## src/inc/lcdsp_params.svh

```systemverilog
// Purpose: Constants of the LCD driver serial host port
// Assumes: Included by bare name wherever a constant is needed
// Notes:   Definitions only
`ifndef LCDSP_PARAMS_SVH
`define LCDSP_PARAMS_SVH

// ************************************************************
// Interface select codes
// ************************************************************
`define LCDSP_SEL_SPI3 2'h0
`define LCDSP_SEL_SPI4 2'h1
`define LCDSP_SEL_I2C  2'h2
`define LCDSP_SEL_SER9 2'h3

// ************************************************************
// Positions in the pin synchroniser vector
// ************************************************************
`define LCDSP_P_CS   0
`define LCDSP_P_SCK  1
`define LCDSP_P_SIN  2
`define LCDSP_P_DC   3
`define LCDSP_P_HRN  4
`define LCDSP_P_MX   5
`define LCDSP_P_SEL0 6
`define LCDSP_P_SEL1 7
`define LCDSP_P_SA0  8
`define LCDSP_P_SA1  9
`define LCDSP_SYNC_RST 10'h011

// ************************************************************
// Address space and framing
// ************************************************************
`define LCDSP_X_LAST   7'h5F
`define LCDSP_Y_LAST   5'h10
`define LCDSP_BIT_LAST 3'h7

// ************************************************************
// Opcodes seen by the port itself
// ************************************************************
`define LCDSP_OP_LEN     8'hE0
`define LCDSP_OP_SETX    8'hE1
`define LCDSP_OP_SETY    3'h1
`define LCDSP_OP_RD_IDA  8'hD0
`define LCDSP_OP_RD_IDB  8'hD1
`define LCDSP_OP_RD_IDC  8'hD2
`define LCDSP_OP_RD_IDD  8'hD3
`define LCDSP_OP_RD_VM   8'hD4
`define LCDSP_OP_RD_TEMP 8'hD5

`endif

```

## src/inc/lcdsp_pkg.sv

```systemverilog
// Purpose: Types of the LCD driver serial host port
// Assumes: Constants live in lcdsp_params.svh
// Notes:   Types only
`default_nettype none

package lcdsp_pkg;

  typedef enum logic [2:0] {
    IDLE = 3'h0,
    FLAG = 3'h1,
    BITS = 3'h3,
    READ = 3'h2,
    HOLD = 3'h6
  } lcdsp_state_t;

  typedef enum logic [1:0] {
    ARG_NONE = 2'h0,
    ARG_LEN  = 2'h1,
    ARG_SETX = 2'h2
  } lcdsp_arg_t;

  typedef struct packed {
    logic [6:0] col;
    logic [4:0] bank;
    logic [7:0] data;
  } lcdsp_ram_wr_t;

  typedef struct packed {
    logic [9:0]    pinS1;
    logic [9:0]    pinS2;
    logic          clkD;
    lcdsp_state_t  state;
    logic [2:0]    bitCnt;
    logic [7:0]    shiftIn;
    logic          flag;
    logic [7:0]    dataLeft;
    lcdsp_arg_t    argWait;
    logic [7:0]    txShift;
    logic          serialOut;
    logic          serialOutEn;
    logic [6:0]    xAddr;
    logic [4:0]    yAddr;
    logic          cmdValid;
    logic [7:0]    cmdByte;
    logic          ramWrValid;
    lcdsp_ram_wr_t ramWr;
  } lcdsp_regs_t;

endpackage : lcdsp_pkg

`default_nettype wire

```

## src/design/lcdsp_host_port.sv

```systemverilog
// Purpose: Serial host port of a grey-scale matrix LCD driver
// Assumes: Pins are asynchronous to sys_clk; serial clock far slower
// Notes:   I2C mode only parks this port; command set lives outside
//
// Behaviour
// - Vertical flip bit set maps Y address 0 to the bottom bank.
// - Horizontal flip pin set maps X address 0 to the rightmost column.
// - Select pins pick 3-line SPI, 4-line SPI, I2C or 9-bit serial.
// - 4-line SPI: data/command pin high means display data, low command.
// - 3-line SPI: length command counts 1..255 data bytes, then commands.
// - Chip select high mid-stream drops partial byte; in 3-line SPI next byte is command.
// - Read status command makes device answer; host then raises select.
// - Input sampled on rising serial clock, output changed on falling.
// - 9-bit packet: flag bit then byte; low command, high RAM data.
// - Address counter advances after every display data byte.
// - Bytes travel most significant bit first; commands in any order.
// - Select high holds receiver idle; falling select starts transfer.
// - 9-bit mode captures flag on first rising clock of packet.
// - Select still low after a byte: next rising edge is flag bit.
// - Hardware reset aborts transfer, clears state; then expects flag.
// - Eighth read bit held until last rising edge, then output released.
// - Bit reads return D7 undefined and the chosen bit in D6..D0.
// - Two identity bits fixed, two taken from strap pads.
// - Temperature read returns D7 undefined, seven-bit code in D6..D0.
`timescale 1ns/100ps
`default_nettype none
`include "lcdsp_params.svh"

module lcdsp_host_port #(
  // Arbitrary values for the hard-wired identity bits
  parameter logic FIXED_ID_A = 1'b1,
  parameter logic FIXED_ID_B = 1'b0
) (
  // Clock and reset
  input  wire logic                   sys_clk,
  input  wire logic                   reset,
  // Serial pins
  input  wire logic                   chipSelectN,
  input  wire logic                   serialClk,
  input  wire logic                   serialInPin,
  input  wire logic                   dataCmdPin,
  input  wire logic                   hardwareResetN,
  output var  logic                   serialOutPin,
  output var  logic                   serialOutEn,
  // Configuration pins and bits
  input  wire logic [1:0]             interfaceSelectPins,
  input  wire logic                   horizontalFlipPin,
  input  wire logic                   strapPadLow,
  input  wire logic                   strapPadHigh,
  input  wire logic                   verticalFlipBit,
  // Readback sources
  input  wire logic                   voltageModeReadback,
  input  wire logic [6:0]             temperatureCode,
  // Decoded traffic
  output var  logic                   cmdValid,
  output var  logic [7:0]             cmdByte,
  output var  logic                   ramWrValid,
  output var  lcdsp_pkg::lcdsp_ram_wr_t ramWrite
);

  // ************************************************************
  // Helpers
  // ************************************************************
  function automatic logic [6:0] mirror(input logic [6:0] a,
                                        input logic [6:0] last,
                                        input logic       flip);
    mirror = flip ? 7'(last - a) : a;
  endfunction : mirror

  lcdsp_pkg::lcdsp_regs_t r_r;
  lcdsp_pkg::lcdsp_regs_t r_nxt;

  logic       clkRise;
  logic       clkFall;
  logic       csHigh;
  logic       hwResetN;
  logic [1:0] sel;
  logic       sinS;
  logic       nineBit;
  logic [7:0] byteIn;
  logic       isData;
  logic [6:0] colM;
  logic [6:0] bankM;
  logic       isRead;
  logic [7:0] respByte;
  logic       byteDone;

  assign clkRise  = r_r.pinS2[`LCDSP_P_SCK] & ~r_r.clkD;
  assign clkFall  = ~r_r.pinS2[`LCDSP_P_SCK] & r_r.clkD;
  assign csHigh   = r_r.pinS2[`LCDSP_P_CS];
  assign hwResetN = r_r.pinS2[`LCDSP_P_HRN];
  assign sel      = {r_r.pinS2[`LCDSP_P_SEL1], r_r.pinS2[`LCDSP_P_SEL0]};
  assign sinS     = r_r.pinS2[`LCDSP_P_SIN];
  assign nineBit  = (sel == `LCDSP_SEL_SER9);
  assign byteIn   = {r_r.shiftIn[6:0], sinS};
  assign byteDone = hwResetN && !csHigh && sel != `LCDSP_SEL_I2C
                    && r_r.state == lcdsp_pkg::BITS && clkRise
                    && r_r.bitCnt == `LCDSP_BIT_LAST;

  // Data or command, per selected mode
  assign isData = (sel == `LCDSP_SEL_SPI4) ? r_r.pinS2[`LCDSP_P_DC]
                : (sel == `LCDSP_SEL_SPI3) ? (r_r.dataLeft != 8'h00)
                : r_r.flag;

  assign colM  = mirror(r_r.xAddr, `LCDSP_X_LAST,
                        r_r.pinS2[`LCDSP_P_MX]);
  assign bankM = mirror({2'h0, r_r.yAddr}, {2'h0, `LCDSP_Y_LAST},
                        verticalFlipBit);

  // ************************************************************
  // Readback decode
  // ************************************************************
  always_comb
  begin
    isRead   = 1'b1;
    respByte = 8'h00;
    unique case (byteIn)
      `LCDSP_OP_RD_IDA:  respByte = {1'b0, {7{FIXED_ID_A}}};
      `LCDSP_OP_RD_IDB:  respByte = {1'b0, {7{FIXED_ID_B}}};
      `LCDSP_OP_RD_IDC:  respByte = {1'b0,
                                     {7{r_r.pinS2[`LCDSP_P_SA0]}}};
      `LCDSP_OP_RD_IDD:  respByte = {1'b0,
                                     {7{r_r.pinS2[`LCDSP_P_SA1]}}};
      `LCDSP_OP_RD_VM:   respByte = {1'b0, {7{voltageModeReadback}}};
      `LCDSP_OP_RD_TEMP: respByte = {1'b0, temperatureCode};
      default:           isRead   = 1'b0;
    endcase
  end

  // ************************************************************
  // Next state
  // ************************************************************
  always_comb
  begin
    r_nxt = r_r;
    r_nxt.cmdValid   = 1'b0;
    r_nxt.ramWrValid = 1'b0;
    if (!hwResetN)
    begin
      // Clears all but the synchronisers, so a low select afterwards in 9-bit mode expects a flag
      r_nxt = '0;
    end
    else if (csHigh || sel == `LCDSP_SEL_I2C)
    begin
      // Partial byte is simply forgotten; written bytes stand
      r_nxt.state       = lcdsp_pkg::IDLE;
      r_nxt.bitCnt      = 3'h0;
      r_nxt.dataLeft    = 8'h00;
      r_nxt.argWait     = lcdsp_pkg::ARG_NONE;
      r_nxt.serialOutEn = 1'b0;
    end
    else
    begin
      unique case (r_r.state)
        lcdsp_pkg::IDLE:
        begin
          r_nxt.bitCnt = 3'h0;
          r_nxt.state  = nineBit ? lcdsp_pkg::FLAG : lcdsp_pkg::BITS;
        end
        lcdsp_pkg::FLAG:
          if (clkRise)
          begin
            r_nxt.flag  = sinS;
            r_nxt.state = lcdsp_pkg::BITS;
          end
        lcdsp_pkg::BITS:
          if (clkRise)
          begin
            r_nxt.shiftIn = byteIn;
            r_nxt.bitCnt  = 3'(r_r.bitCnt + 3'h1);
            if (byteDone)
            begin
              r_nxt.state = nineBit ? lcdsp_pkg::FLAG
                                    : lcdsp_pkg::BITS;
              if (isData)
              begin
                r_nxt.ramWrValid = 1'b1;
                r_nxt.ramWr      = '{colM, bankM[4:0], byteIn};
                if (sel == `LCDSP_SEL_SPI3)
                  r_nxt.dataLeft = 8'(r_r.dataLeft - 8'h01);
                if (r_r.xAddr == `LCDSP_X_LAST)
                begin
                  r_nxt.xAddr = 7'h00;
                  r_nxt.yAddr = (r_r.yAddr == `LCDSP_Y_LAST) ? 5'h00
                                : 5'(r_r.yAddr + 5'h01);
                end
                else
                  r_nxt.xAddr = 7'(r_r.xAddr + 7'h01);
              end
              else if (r_r.argWait == lcdsp_pkg::ARG_LEN)
              begin
                r_nxt.dataLeft = byteIn;
                r_nxt.argWait  = lcdsp_pkg::ARG_NONE;
              end
              else if (r_r.argWait == lcdsp_pkg::ARG_SETX)
              begin
                r_nxt.xAddr   = byteIn[6:0];
                r_nxt.argWait = lcdsp_pkg::ARG_NONE;
              end
              else if (byteIn == `LCDSP_OP_LEN)
                r_nxt.argWait = lcdsp_pkg::ARG_LEN;
              else if (byteIn == `LCDSP_OP_SETX)
                r_nxt.argWait = lcdsp_pkg::ARG_SETX;
              else if (byteIn[7:5] == `LCDSP_OP_SETY)
                r_nxt.yAddr = byteIn[4:0];
              else if (isRead)
              begin
                // Host has let go of the line by the next falling edge
                r_nxt.txShift = respByte;
                r_nxt.state   = lcdsp_pkg::READ;
              end
              else
              begin
                r_nxt.cmdValid = 1'b1;
                r_nxt.cmdByte  = byteIn;
              end
            end
          end
        lcdsp_pkg::READ:
        begin
          if (clkFall)
          begin
            r_nxt.serialOut   = r_r.txShift[7];
            r_nxt.txShift     = {r_r.txShift[6:0], 1'b0};
            r_nxt.serialOutEn = 1'b1;
          end
          if (clkRise)
          begin
            r_nxt.bitCnt = 3'(r_r.bitCnt + 3'h1);
            if (r_r.bitCnt == `LCDSP_BIT_LAST)
            begin
              // Only a select high, I2C select or hardware reset frees the port for a new command
              r_nxt.serialOutEn = 1'b0;
              r_nxt.state       = lcdsp_pkg::HOLD;
            end
          end
        end
        lcdsp_pkg::HOLD:
          r_nxt.serialOutEn = 1'b0;
      endcase
    end
    // Synchronisers run through the hardware reset; reset loads LCDSP_SYNC_RST
    r_nxt.pinS1 = {strapPadHigh, strapPadLow, interfaceSelectPins,
                   horizontalFlipPin, hardwareResetN, dataCmdPin,
                   serialInPin, serialClk, chipSelectN};
    r_nxt.pinS2 = r_r.pinS1;
    r_nxt.clkD  = r_r.pinS2[`LCDSP_P_SCK];
  end

  always_ff @(posedge sys_clk)
  begin
    if (reset)
    begin
      r_r       <= '0;
      r_r.pinS1 <= `LCDSP_SYNC_RST;
      r_r.pinS2 <= `LCDSP_SYNC_RST;
    end
    else
      r_r <= r_nxt;
  end

  assign serialOutPin = r_r.serialOut;
  assign serialOutEn  = r_r.serialOutEn;
  assign cmdValid     = r_r.cmdValid;
  assign cmdByte      = r_r.cmdByte;
  assign ramWrValid   = r_r.ramWrValid;
  assign ramWrite     = r_r.ramWr;

  // ************************************************************
  // Checks
  // ************************************************************
  cs_idle_a: assert property (@(posedge sys_clk) disable iff (reset)
    csHigh && hwResetN |=> r_r.state == lcdsp_pkg::IDLE
                           && r_r.dataLeft == 8'h00)
    else $error("receiver not idle under high select");

  col_mirror_a: assert property (@(posedge sys_clk) disable iff (reset)
    byteDone && isData |=> ramWrValid && ramWrite.col ==
      ($past(r_r.pinS2[`LCDSP_P_MX]) ? 7'(`LCDSP_X_LAST - $past(r_r.xAddr))
                                     : $past(r_r.xAddr)))
    else $error("column mirror wrong");

  bank_mirror_a: assert property (@(posedge sys_clk)
    disable iff (reset) byteDone && isData |=> ramWrite.bank ==
      ($past(verticalFlipBit) ? 5'(`LCDSP_Y_LAST - $past(r_r.yAddr))
                              : $past(r_r.yAddr)))
    else $error("bank mirror wrong");

  addr_step_a: assert property (@(posedge sys_clk) disable iff (reset)
    ramWrValid && $past(hwResetN) |-> r_r.xAddr ==
      (($past(r_r.xAddr) == `LCDSP_X_LAST) ? 7'h00
                                            : 7'($past(r_r.xAddr) + 7'h01)))
    else $error("address counter did not advance");

  out_on_fall_a: assert property (@(posedge sys_clk)
    disable iff (reset)
    serialOutEn && $changed(serialOutPin) |-> $past(clkFall))
    else $error("output changed off a falling edge");

  release_a: assert property (@(posedge sys_clk) disable iff (reset)
    $fell(serialOutEn) |-> $past(clkRise) || $past(csHigh)
                           || !$past(hwResetN)
                           || $past(sel) == `LCDSP_SEL_I2C)
    else $error("output released at wrong moment");

  flag_capture_a: assert property (@(posedge sys_clk)
    disable iff (reset)
    r_r.state == lcdsp_pkg::FLAG && clkRise && !csHigh && hwResetN
    && nineBit |=> r_r.state == lcdsp_pkg::BITS && r_r.flag == $past(sinS))
    else $error("flag not captured on first rising edge");

  next_flag_a: assert property (@(posedge sys_clk) disable iff (reset)
    byteDone && nineBit && !isRead |=> r_r.state == lcdsp_pkg::FLAG)
    else $error("next packet does not start with a flag");

  hw_reset_a: assert property (@(posedge sys_clk) disable iff (reset)
    !hwResetN |=> !serialOutEn && !cmdValid && !ramWrValid
                  && r_r.xAddr == 7'h00)
    else $error("hardware reset did not clear the port");

endmodule : lcdsp_host_port

`default_nettype wire

```

## config.mk

```make
export PLATFORM = sky130hd
export DESIGN_NAME = lcdsp_host_port
export DESIGN_NICKNAME = d
export VERILOG_FILES = /design/src/inc/lcdsp_pkg.sv /design/src/design/lcdsp_host_port.sv
export VERILOG_INCLUDE_DIRS = /design/src /design/src/inc
export SDC_FILE = /design/constraint.sdc
export NUM_CORES = 1
export LEC_CHECK = 0
export ABC_AREA = 1
export ABC_CLOCK_PERIOD_IN_PS = 2240
export BUFFER_PORTS_ARGS = -buffer_cell sky130_fd_sc_hd__buf_4
export CORE_ASPECT_RATIO = 2
export CORE_MARGIN = 1
export CORE_UTILIZATION = 23
export CTS_BUF_LIST = sky130_fd_sc_hd__clkbuf_16
export DETAILED_ROUTE_END_ITERATION = 10
export GPL_TIMING_DRIVEN = 0
export PLACE_DENSITY_LB_ADDON = 0.12
export SYNTH_ARGS = -nofsm -noshare
export SYNTH_HDL_FRONTEND = slang
export SYNTH_SLANG_ARGS = --single-unit
```

## constraint.sdc

```tcl
create_clock -name sys_clk -period 2.24 [get_ports sys_clk]
set_clock_uncertainty 0.05 [all_clocks]
set_input_delay 0.56 -clock sys_clk [delete_from_list [all_inputs] [get_ports sys_clk]]
set_output_delay 0.56 -clock sys_clk [all_outputs]
set_load 0.01 [all_outputs]
```

# Word-level counts from Yosys, hierarchy flattened
# Cells that the tools add are included.
[word_totals]
register_bits = 98
inputBits = 21
[classes]
add_sub_neg = 6
n_eq_ne = 41
muxes = 55
n_bitwise = 16
reduce_logical = 35
[op_table]
columns = ["operator", "count"]
rows = [
  ["2-to-1 mux 8 bit", 12],
  ["equality test 8 bit, second input constant", 8],
  ["2-to-1 mux 14 bit", 4],
  ["2-to-1 mux 21 bit", 2],
  ["inequality test 2 bit, second input constant", 18],
  ["case mux 7 bit (5 select lines)", 1],
  ["2-to-1 mux 3 bit", 9],
  ["2-to-1 mux 7 bit", 3],
  ["2-to-1 mux 5 bit", 4],
  ["2-to-1 mux 9 bit", 2],
  ["case mux 8 bit (2 select lines)", 1],
  ["AND reduction 5 bit", 3],
  ["inverter 1 bit", 14],
  ["2-to-1 mux 12 bit", 1],
  ["2-to-1 mux 2 bit", 6],
  ["case mux 3 bit (4 select lines)", 1],
  ["AND reduction 12 bit", 1],
  ["AND reduction 3 bit", 4],
  ["AND reduction 6 bit", 2],
  ["OR reduction 12 bit", 1],
  ["OR reduction 6 bit", 2],
  ["AND reduction 11 bit", 1],
  ["2-to-1 mux 10 bit", 1],
  ["AND reduction 10 bit", 1],
  ["30 further kinds", 51],
]

# Longest topological paths before layout
# Gate-level depths: netlist of run 1.
[logic_depth]
ltp_word = 13
mapped_depth = 12
depth_no_buf = 11

# Worst setup path after synthesis of run 1
# Ideal clock, no wire load.
[synth_path]
path_type = "input-to-reg"
from = "input port reset"
to = "register r_r[71] (netlist bit)"
setup_ns = 0.086
t_arrival_ns = 1.530
t_required_ns = 2.104
path_slack_ns = 0.575
path_stages = 7
n_path_buf = 2
cell_sequence = "inv_1 nand2_1 clkbuf_1 nor2_1 inv_1 clkbuf_1 a211oi_1"
[synth_between]
elab_chain_cells = 1
[synth_rtl]
columns = ["item", "line", "text"]
rows = [
  ["start, declared", "lcdsp_host_port.sv:36", "input wire logic reset,"],
  ["OR reduction 3 bit (no line)", "-", ""],
  ["end signal, assigned", "lcdsp_host_port.sv:259", "r_r <= r_nxt;"],
  ["end, declared", "lcdsp_host_port.sv:70", "lcdsp_pkg::lcdsp_regs_t r_r;"],
]
# Every way passes these cells.
# A chain may end at the register's enable or synchronous reset.

# Worst setup path in the final report of run 1
[layout_path]
from = "register r_r[71] (netlist bit)"
to = "register r_r (netlist bit ramWrite[5])"
[layout_between]
elab_chain_cells = 3
[layout_rtl]
columns = ["item"]
rows = [
  ["equality test 3 bit (no line)"],
  ["logical AND 1 bit (no line)"],
  ["AND reduction 5 bit (no line)"],
]
# Every way passes these cells.

==> results of run 1 <==
[power by group through the flow]
stage	logic [mW]	registers (mW)	clock network [mW]
3_5_place_dp	0.166	1.79	0
5_1_grt	0.187	1.75	1.82
3_3_place_gp	0.165	1.79	0
4_1_cts	0.166	1.75	1.74
2_1_floorplan	0.0973	1.79	0
6_report	0.164	1.75	1.69
[cell families after synthesis]
family | Yosys count | share of synthesized area [%]
XOR/XNOR | 16 | 2.912
adder cells (fa/ha/maj) | 10 | 2.600
AND/OR/NAND/NOR | 283 | 25.97
flip-flops | 97 | 40.35
AO/OA/AOI/OAI | 135 | 15.13
buffers and inverters | 133 | 13.03
[stage by stage]
stage          setup TNS (ps)  setup WS (ps)  area (um^2)
2_1_floorplan               0          574.8         4812
3_3_place_gp           -969.9         -175.7         5535
3_5_place_dp            -1152         -187.9         5535
4_1_cts                     0          129.4         5854
5_1_grt                     0          7.871         5869
6_report                    0          183.7         5869
[layout make-up]
class	instances	area, um^2
Tap cell	266	332.8
Clock buffer	9	225.2
Sequential cell	97	1942
Timing Repair Buffer	52	390.4
Fill cell	2216	14590
Multi-Input combinational cell	444	2258
Clock inverter	7	93.84
Buffer	51	319.1
Inverter	82	307.8
[Yosys cell counts]
master	number
o21ai_4	1
nand4_1	6
a21oi_2	1
buf_4	28
nor3b_1	1
dfxtp_1	97
inv_2	7
a31o_2	1
a31oi_1	1
buf_1	1
nor2_2	4
nand3_1	39
a211oi_1	2
or2_2	4
buf_6	2
nor3b_2	1
xor2_1	8
nor2_4	2
nand2_1	121
nor3_1	5
o22ai_1	5
o21ai_2	1
buf_2	6
clkbuf_1	14
a21oi_4	1
a311oi_1	1
nor2_1	87
a21oi_1	55
ha_1	10
nand2_2	4
nand2_4	1
nand3_2	3
nor3_2	1
o21ai_1	1
o21ai_0	64
inv_1	75
o31ai_1	1
nor2_8	1
xnor2_1	8
nand3b_1	3
[timing repair]
action	4_1_cts	5_1_grt
setup buffers	0	0
hold buffers	0	0
gates resized for setup	0	4
endpoints found under the setup margin	0	4
[worst min path at each step]
stage,end,from
after floorplan,byteIn[0],r_nxt[80]
after global placement,r_nxt[77],r_nxt[79]
after detailed placement,r_r[85],r_nxt[85]
after CTS,r_nxt[82],hardwareResetN
after global routing,r_nxt[82],hardwareResetN
final,r_nxt[82],hardwareResetN
[state kept, by name (all words and copies together) (netlist names)]
register / cells
r_nxt: 11
serialOutPin: 1
csHigh: 1
serialOutEn: 1
byteIn: 8
cmdByte: 8
ramWrValid: 1
hwResetN: 1
r_r: 44
cmdValid: 1
ramWrite: 20
[per-layer routing]
metal  vias to the layer above  routed length, um  global-route usage [%]
li1                       2250                  -                       -
met4                         0                437                   6.939
met5                         -                  0                       0
met2                        77               7593                   26.23
met3                        21                366                   2.480
met1                      1928               5025                   12.64
==> metrics.txt, run 1 <==
clock latency on the worst-skew pair=360 ps; antenna violations before repair=0; Synth Warn #=0; CTS tree=built; vias post-DR=4276; Yosys top cell area share=40.35%; required time of the critical path=2420 ps; max cap viols=0; Sequential Power Share=48.6%; register area share after synthesis=40.35%; Fin. Hold Viols=0; share of cells above drive strength 1=18.46%; Syn Area/Cell=7.140 um^2; CP startpoint kind=register; Sw Ratio=22.80%; placed cells=992; max-slew violation count=0; clock power share=46.8%; Worst R2R End=ramWrite[5]; RSZ-0062 raised after global routing=no; Final min period=2056 ps; clk buf depth=2; final setup vio count=0; CP bufs+invs=2; power density over cell area=613.5 mW/mm^2; Clock Pin Slew Worst Setup and Hold Paths=70 ps; critical path's top delay family=buffers and inverters; antenna cells=0; top post-synthesis cells by area=dfxtp_1, nand2_1, nor2_1; fmax=486.3 MHz; syn nets=705; period utilization=91.80%; GRT Total Usage=13.20%; Worst Setup EP=ramWrite[5]; slowest CP cell=clkbuf_1; Slew HR=55.47%; CP arrival=2230 ps; DRC errors left=0; FF+latch count, synth=97; first-pass GRT wire length=21600 um; Post-Syn Area=0.004812 mm^2; RePlAce Congestion=0.7521; Slew @ Worst Pin=667.9 ps; die area=0.02154 mm^2; Routed WL=13420 um; Core Rows=74; max incr delay on CP=410 ps; HP Class=in2reg; Distinct cells, synth=40; clk root buf=clkbuf_16; Die Wd=104.3 um; Fin Hold WS=328.6 ps; Peak supply drop=0.3873 mV; leading area contributor after synthesis=dfxtp_1; internal cell power=2.780 mW; Net Sw Power=0.8212 mW; Initial DRT Pass Iterations=5; critical path class=reg2reg; HPWL Detailed=10580 um; Initial Utilization=23.52%; CP Capture Type=register; post-route ant nets=0; area grow syn2layout=21.97%; # IOs=53; biggest fanout along the worst timing path=10; CP Depth=8; most common cell after layout, fill and taps aside=nand2_1; most frequent cells in the layout=nand2_1, dfxtp_1, nor2_1, buf_4, inv_1; largest net degree at the start of global routing=17; Final Power=3.601 mW; Initial DRC Count=148; hold path depth=2; vias in the first global route=4231; total CTS buffers=9; CTS H-Tree Depth=3; final core utilization=28.68%; status=completed; Gate power share=4.6%; routed vias/inst=4.242; Num Clock Sinks=97; total grt overflow=0; Die Y=206.6 um; slack of the worst reg-to-reg path=180 ps; CP cell instances=ha_1 > ha_1 > nand2_1 > nor2_8 > nand2_1 > inv_1 > clkbuf_1 > a21oi_1; Synth Instances=674; final cell count without fillers=1008; R2R depth=8; LEAKAGE=2.627 nW; WL per Instance=13.32 um; port bufs=52; Worst setup startpoint=r_r[71]; Crit Reg-Reg Startpoint=r_r[71]; NumNets Final=768; area of the core=0.02046 mm^2
Power figures use the tool's default switching activity.
==> inputs of run 2 (changes only) <==
- BUFFER_PORTS_ARGS: -buffer_cell sky130_fd_sc_hd__buf_4 -> unset
- CORE_UTILIZATION: 23 -> 60
- DONT_BUFFER_PORTS: unset -> 1
==> run 2 against run 1 <==
  * Critical path depth rose by 1
  * Clock-buffer cell count did not move
  * Sequential power barely moved
  * Maximum frequency rose by 2.1%
  * Design area fell by 10%
  * Combinational power fell by 21%
  * Die area fell by 61%
  * Flip-flop and latch count did not move
  * Cell count fell by 22%
  * Sequential share of layout area rose by 3.8 points
  * Largest cell class unchanged
  * Highest routed layer unchanged
==> metrics.txt, run 2 (synthesis results as in run 1) <==
most frequent cells in the layout=nand2_1, dfxtp_1, nor2_1, inv_1, o21ai_0; critical path class=reg2reg; most common cell after layout, fill and taps aside=nand2_1; HP Start=strapPadHigh; max cap viols=0 (unchanged); Setup Buffers After CTS=0 (unchanged); DRC errors left=0 (unchanged); vias post-DR=4226 (-1.2%); share of cells above drive strength 1=12.03% (-6.4 points); GRT Total Usage=27.99% (+15 points); period utilization=89.94% (-1.9 points); total CTS buffers=9 (unchanged); Die Y=128.7 um (-38%); Slew HR=63.93% (+8.5 points); RSZ-0062 raised after global routing=no; critical path's top delay family=compound AO/OA/AOI/OAI gates; # IOs=53 (unchanged); CTS H-Tree Depth=3 (unchanged); power density over cell area=687.3 mW/mm^2 (+12%); status=completed; clk buf depth=2 (unchanged); slack of the worst reg-to-reg path=230 ps (+40 ps); first-pass GRT wire length=18040 um (-16%); clock latency on the worst-skew pair=350 ps (about the same); Peak supply drop=0.5160 mV (+33%); Sequential Power Share=48.4% (-0.2 points); CP cell instances=inv_1 > ha_1 > nand3_2 > o21ai_4 > buf_2 > nand2_1 > o21ai_0 > o21ai_0 > nor2_1; CTS tree=built; area grow syn2layout=9.412%; final setup vio count=0 (unchanged); LEAKAGE=2.367 nW (-9.9%); post_cts resized=0 (unchanged); die area=0.008404 mm^2 (-61%); area of the core=0.007657 mm^2 (-63%); Fin. Hold Viols=0 (unchanged); routed vias/inst=5.390 (+27%); Fin Hold WS=257.1 ps (-71.47 ps); RePlAce Congestion=0.9291 (+24%); Die Wd=65.33 um (-37%); most repeated library cell on the critical path=o21ai_0; Num Clock Sinks=97 (unchanged); fmax=496.3 MHz (+2.1%); CP arrival=2250 ps (+20 ps); Hold Path Sink=r_nxt[87]; internal cell power=2.861 mW (+2.9%); Core Rows=45 (-39%); register bank with the most flops=r_r; final core utilization=68.76% (+40 points); vias in the first global route=4027 (-4.8%); Initial DRT Pass Iterations=5 (unchanged); HPWL Detailed=8293 um (-22%); slowest CP cell=dfxtp_1; antenna violations before repair=0 (unchanged); R2R depth=9 (+1); CP Capture Type=register; clock power share=48.0% (+1.2 points); HP Class=in2reg; Crit Reg-Reg Startpoint=r_r[54]; max-slew violation count=0 (unchanged); Initial DRC Count=223 (+51%); hold path depth=2 (unchanged); port bufs=0 (-100%); Net Sw Power=0.7578 mW (-7.7%); Initial Utilization=62.84% (+39 points); Sw Ratio=20.94% (-1.9 points); Final TNS setup=0 ps (unchanged); Gate power share=3.6% (-1.0 points); required time of the critical path=2470 ps (+50 ps); CP bufs+invs=2 (unchanged); WL per Instance=13.99 um (+5.1%); Worst R2R End=r_r[33]; biggest fanout along the worst timing path=10 (unchanged); Post-CTS Hold Fix Bufs=0 (unchanged); max reg flops=44 (unchanged); max incr delay on CP=310 ps (-100 ps); Clock Pin Slew Worst Setup and Hold Paths=60 ps (about the same); NumNets Final=716 (-6.8%); largest net degree at the start of global routing=16 (-1); CP startpoint kind=register; clk root buf=clkbuf_16; Final min period=2015 ps (-41.54 ps); Slew @ Worst Pin=541.0 ps (-126.8 ps); total grt overflow=0 (unchanged); post-route ant nets=0 (unchanged); Routed WL=10970 um (-18%); antenna cells=0 (unchanged)
[run 2: cell count changes in the layout (fill, tap and decap cells not counted)]
cell / before / now
inv_1: 75 / 76
a21oi_2: 0 / 1
buf_4: 80 / 28
bufinv_16: 2 / 3
inv_6: 1 / 0
nor2_1: 86 / 87
o21ai_1: 2 / 1
nor2_4: 3 / 2
o21ai_0: 63 / 64
a21oi_4: 2 / 1
clkinv_4: 1 / 0
[run 2: worst register-to-register path: stages (launching register included)]
cell	delay, ps
dfxtp_1	310
inv_1	90
ha_1	230
nand3_2	150
o21ai_4	240
buf_2	250
nand2_1	190
o21ai_0	180
o21ai_0	130
nor2_1	140
[run 2: metal layers]
| metal | vias up | GRT usage, % | routed length [um] |
|---|---|---|---|
| met1 | 1926 | 27.61 | 4100 |
| met4 | 0 | 17.01 | 443 |
| met3 | 27 | 4.433 | 463 |
| met5 | - | 0 | 0 |
| li1 | 2155 | - | - |
| met2 | 118 | 52.46 | 5960 |
[run 2: worst max-delay path by stage]
stage | depth (start not counted) | endpoint | startpoint
after floorplan | 7 | r_r[71] | reset
after global placement | 7 | r_r[71] | reset
after detailed placement | 7 | r_r[71] | reset
after CTS | 7 | r_r[71] | r_r[84]
after global routing | 9 | r_r[33] | r_r[54]
final | 9 | r_r[33] | r_r[54]
[run 2: final cells by class]
type / count / area, um^2
Buffer: 51 / 319.1
Clock buffer: 9 / 225.2
Clock inverter: 7 / 110.1
Fill cell: 675 / 2392
Inverter: 82 / 307.8
Multi-Input combinational cell: 444 / 2243
Sequential cell: 97 / 1942
Tap cell: 94 / 117.6
[run 2: power by group through the flow]
stage | combinational [mW] | clock [mW] | sequential, mW
after global routing | 0.146 | 1.82 | 1.75
after floorplan | 0.0973 | 0 | 1.79
final | 0.129 | 1.74 | 1.75
after detailed placement | 0.128 | 0 | 1.79
after global placement | 0.126 | 0 | 1.79
after CTS | 0.129 | 1.75 | 1.75
[run 2: stage by stage]
stage	area (um^2)	power, mW	setup WS [ps]	instances
2_1_floorplan	4812	1.886	574.8	674
3_3_place_gp	4930	1.916	143.8	768
3_5_place_dp	4930	1.919	99.14	768
4_1_cts	5265	3.632	229.9	784
5_1_grt	5265	3.718	41.10	784
6_report	5265	3.619	225.3	784
==> inputs of run 3 (changes only) <==
- CTS_BUF_LIST: sky130_fd_sc_hd__clkbuf_16 -> unset
==> run 3 against run 2 <==
  * Flip-flop and latch count unchanged
  * Maximum frequency about the same
  * Sequential share of layout area down 0.070 points
  * Register-to-register slack about the same
  * First-iteration DRC count down 3.1%
  * Global-route usage unchanged
  * Combinational power about the same
  * Die area unchanged
==> metrics.txt, run 3 (synthesis results as in run 1) <==
most frequent cells in the layout=nand2_1, dfxtp_1, nor2_1, inv_1, o21ai_0; LEAKAGE=2.369 nW (about the same); Fin Hold WS=255.4 ps (-1.739 ps); Final TNS setup=0 ps (unchanged); WL per Instance=13.99 um (about the same); RePlAce Congestion=0.9291 (unchanged); area grow syn2layout=9.620%; HPWL Detailed=8293 um (unchanged); largest net degree at the start of global routing=16 (unchanged); Initial DRC Count=216 (-3.1%); port bufs=0 (unchanged); vias post-DR=4240 (+0.33%); area of the core=0.007657 mm^2 (unchanged); routed vias/inst=5.408 (+0.33%); max reg flops=44 (unchanged); CTS H-Tree Depth=3 (unchanged); CP Capture Type=register; Peak supply drop=0.5157 mV (about the same); final setup vio count=0 (unchanged); max-slew violation count=0 (unchanged); Placed Instance Area=0.004930 mm^2 (unchanged); Clock Pin Slew Worst Setup and Hold Paths=70 ps (about the same); total CTS buffers=9 (unchanged); clk root buf=clkbuf_16; Final Power=3.659 mW (+1.1%); CP arrival=2250 ps (about the same); slack of the worst reg-to-reg path=220 ps (about the same); Slew @ Worst Pin=543.1 ps (+2.076 ps); Final min period=2016 ps (+1.558 ps); period utilization=90.01% (about the same); Num Clock Sinks=97 (unchanged); worst slack, placed=99.14 ps (unchanged); Core Rows=45 (unchanged); Initial Utilization=62.84% (unchanged); HP Start=strapPadHigh; vias in the first global route=4027 (unchanged); fmax=496.0 MHz (about the same); fin area=0.005275 mm^2 (+0.19%); required time of the critical path=2470 ps (about the same); antenna cells=0 (unchanged); Routed WL=10970 um (about the same); # IOs=53 (unchanged); fill count=672 (-0.44%); R2R depth=9 (unchanged); DRC errors left=0 (unchanged); CTS tree=built; RSZ-0062 raised after global routing=no; critical path class=reg2reg; total grt overflow=0 (unchanged); GRT Total Usage=27.99% (unchanged); CP startpoint kind=register; Post-CTS Hold Fix Bufs=0 (unchanged); most common cell after layout, fill and taps aside=nand2_1; final setup margin=223.7 ps (-1.558 ps); Hold Path Sink=r_nxt[87]; first-pass GRT wire length=18040 um (unchanged); clk buf depth=2 (unchanged); share of cells above drive strength 1=12.17% (+0.14 points); status=completed; max cap viols=0 (unchanged); Fin. Hold Viols=0 (unchanged); post_cts resized=0 (unchanged); Die Wd=65.33 um (unchanged); Setup Buffers After CTS=0 (unchanged); Crit Reg-Reg Startpoint=r_r[54]; clock latency on the worst-skew pair=350 ps (about the same); HP Class=in2reg; hold path depth=2 (unchanged); antenna violations before repair=0 (unchanged); register bank with the most flops=r_r; Die Y=128.7 um (unchanged); power density over cell area=693.6 mW/mm^2 (+0.91%); die area=0.008404 mm^2 (unchanged); post-route ant nets=0 (unchanged); Slew HR=63.79% (-0.14 points); Worst R2R End=r_r[33]; Initial DRT Pass Iterations=6 (+1); NumNets Final=716 (unchanged); biggest fanout along the worst timing path=10 (unchanged)
run 3: per-layer routing:
metal  GRT usage (%)  part of all wire [%]
met1           27.61                    38
met2           52.46                    55
met3           4.433                   3.8
met4           17.01                   4.2
met5               0                     0
run 3: per-stage QoR:
stage          cells  util (%)
2_1_floorplan    674         -
6_report         784     68.89
3_3_place_gp     768     64.38
3_5_place_dp     768     64.38
4_1_cts          784     68.89
5_1_grt          784     68.89
run 3: where the power goes:
part / switching [mW] / internal, mW / leakage [nW] / total [mW]
registers: 0.00961 / 1.74 / 0.786 / 1.75
logic: 0.0913 / 0.0377 / 1.42 / 0.129
clock network: 0.658 / 1.12 / 0.166 / 1.78
total: 0.759 / 2.90 / 2.37 / 3.66
run 3: worst max-delay path: stages, from the launching register on:
cell     delay [ps]
dfxtp_1         310
inv_1            90
ha_1            230
nand3_2         150
o21ai_4         250
buf_2           250
nand2_1         190
o21ai_0         180
o21ai_0         130
nor2_1          140
run 3: cell type report:
class	count	area (um^2)	share of cell area (%)
tap	94	117.6	2.230
inverter	82	307.8	5.835
sequential	97	1942	36.81
buffer	51	319.1	6.048
clock inverter	5	102.6	1.945
multi-input combinational	444	2243	42.53
clock buffer	11	242.7	4.602
run 3: worst max path at each step:
stage / startpoint / to / slack, ps
after global routing: r_r[54] / r_r[33] / 40
after CTS: r_r[84] / r_r[71] / 230
after floorplan: reset / r_r[71] / 570
after detailed placement: reset / r_r[71] / 100
final: r_r[54] / r_r[33] / 220
after global placement: reset / r_r[71] / 140
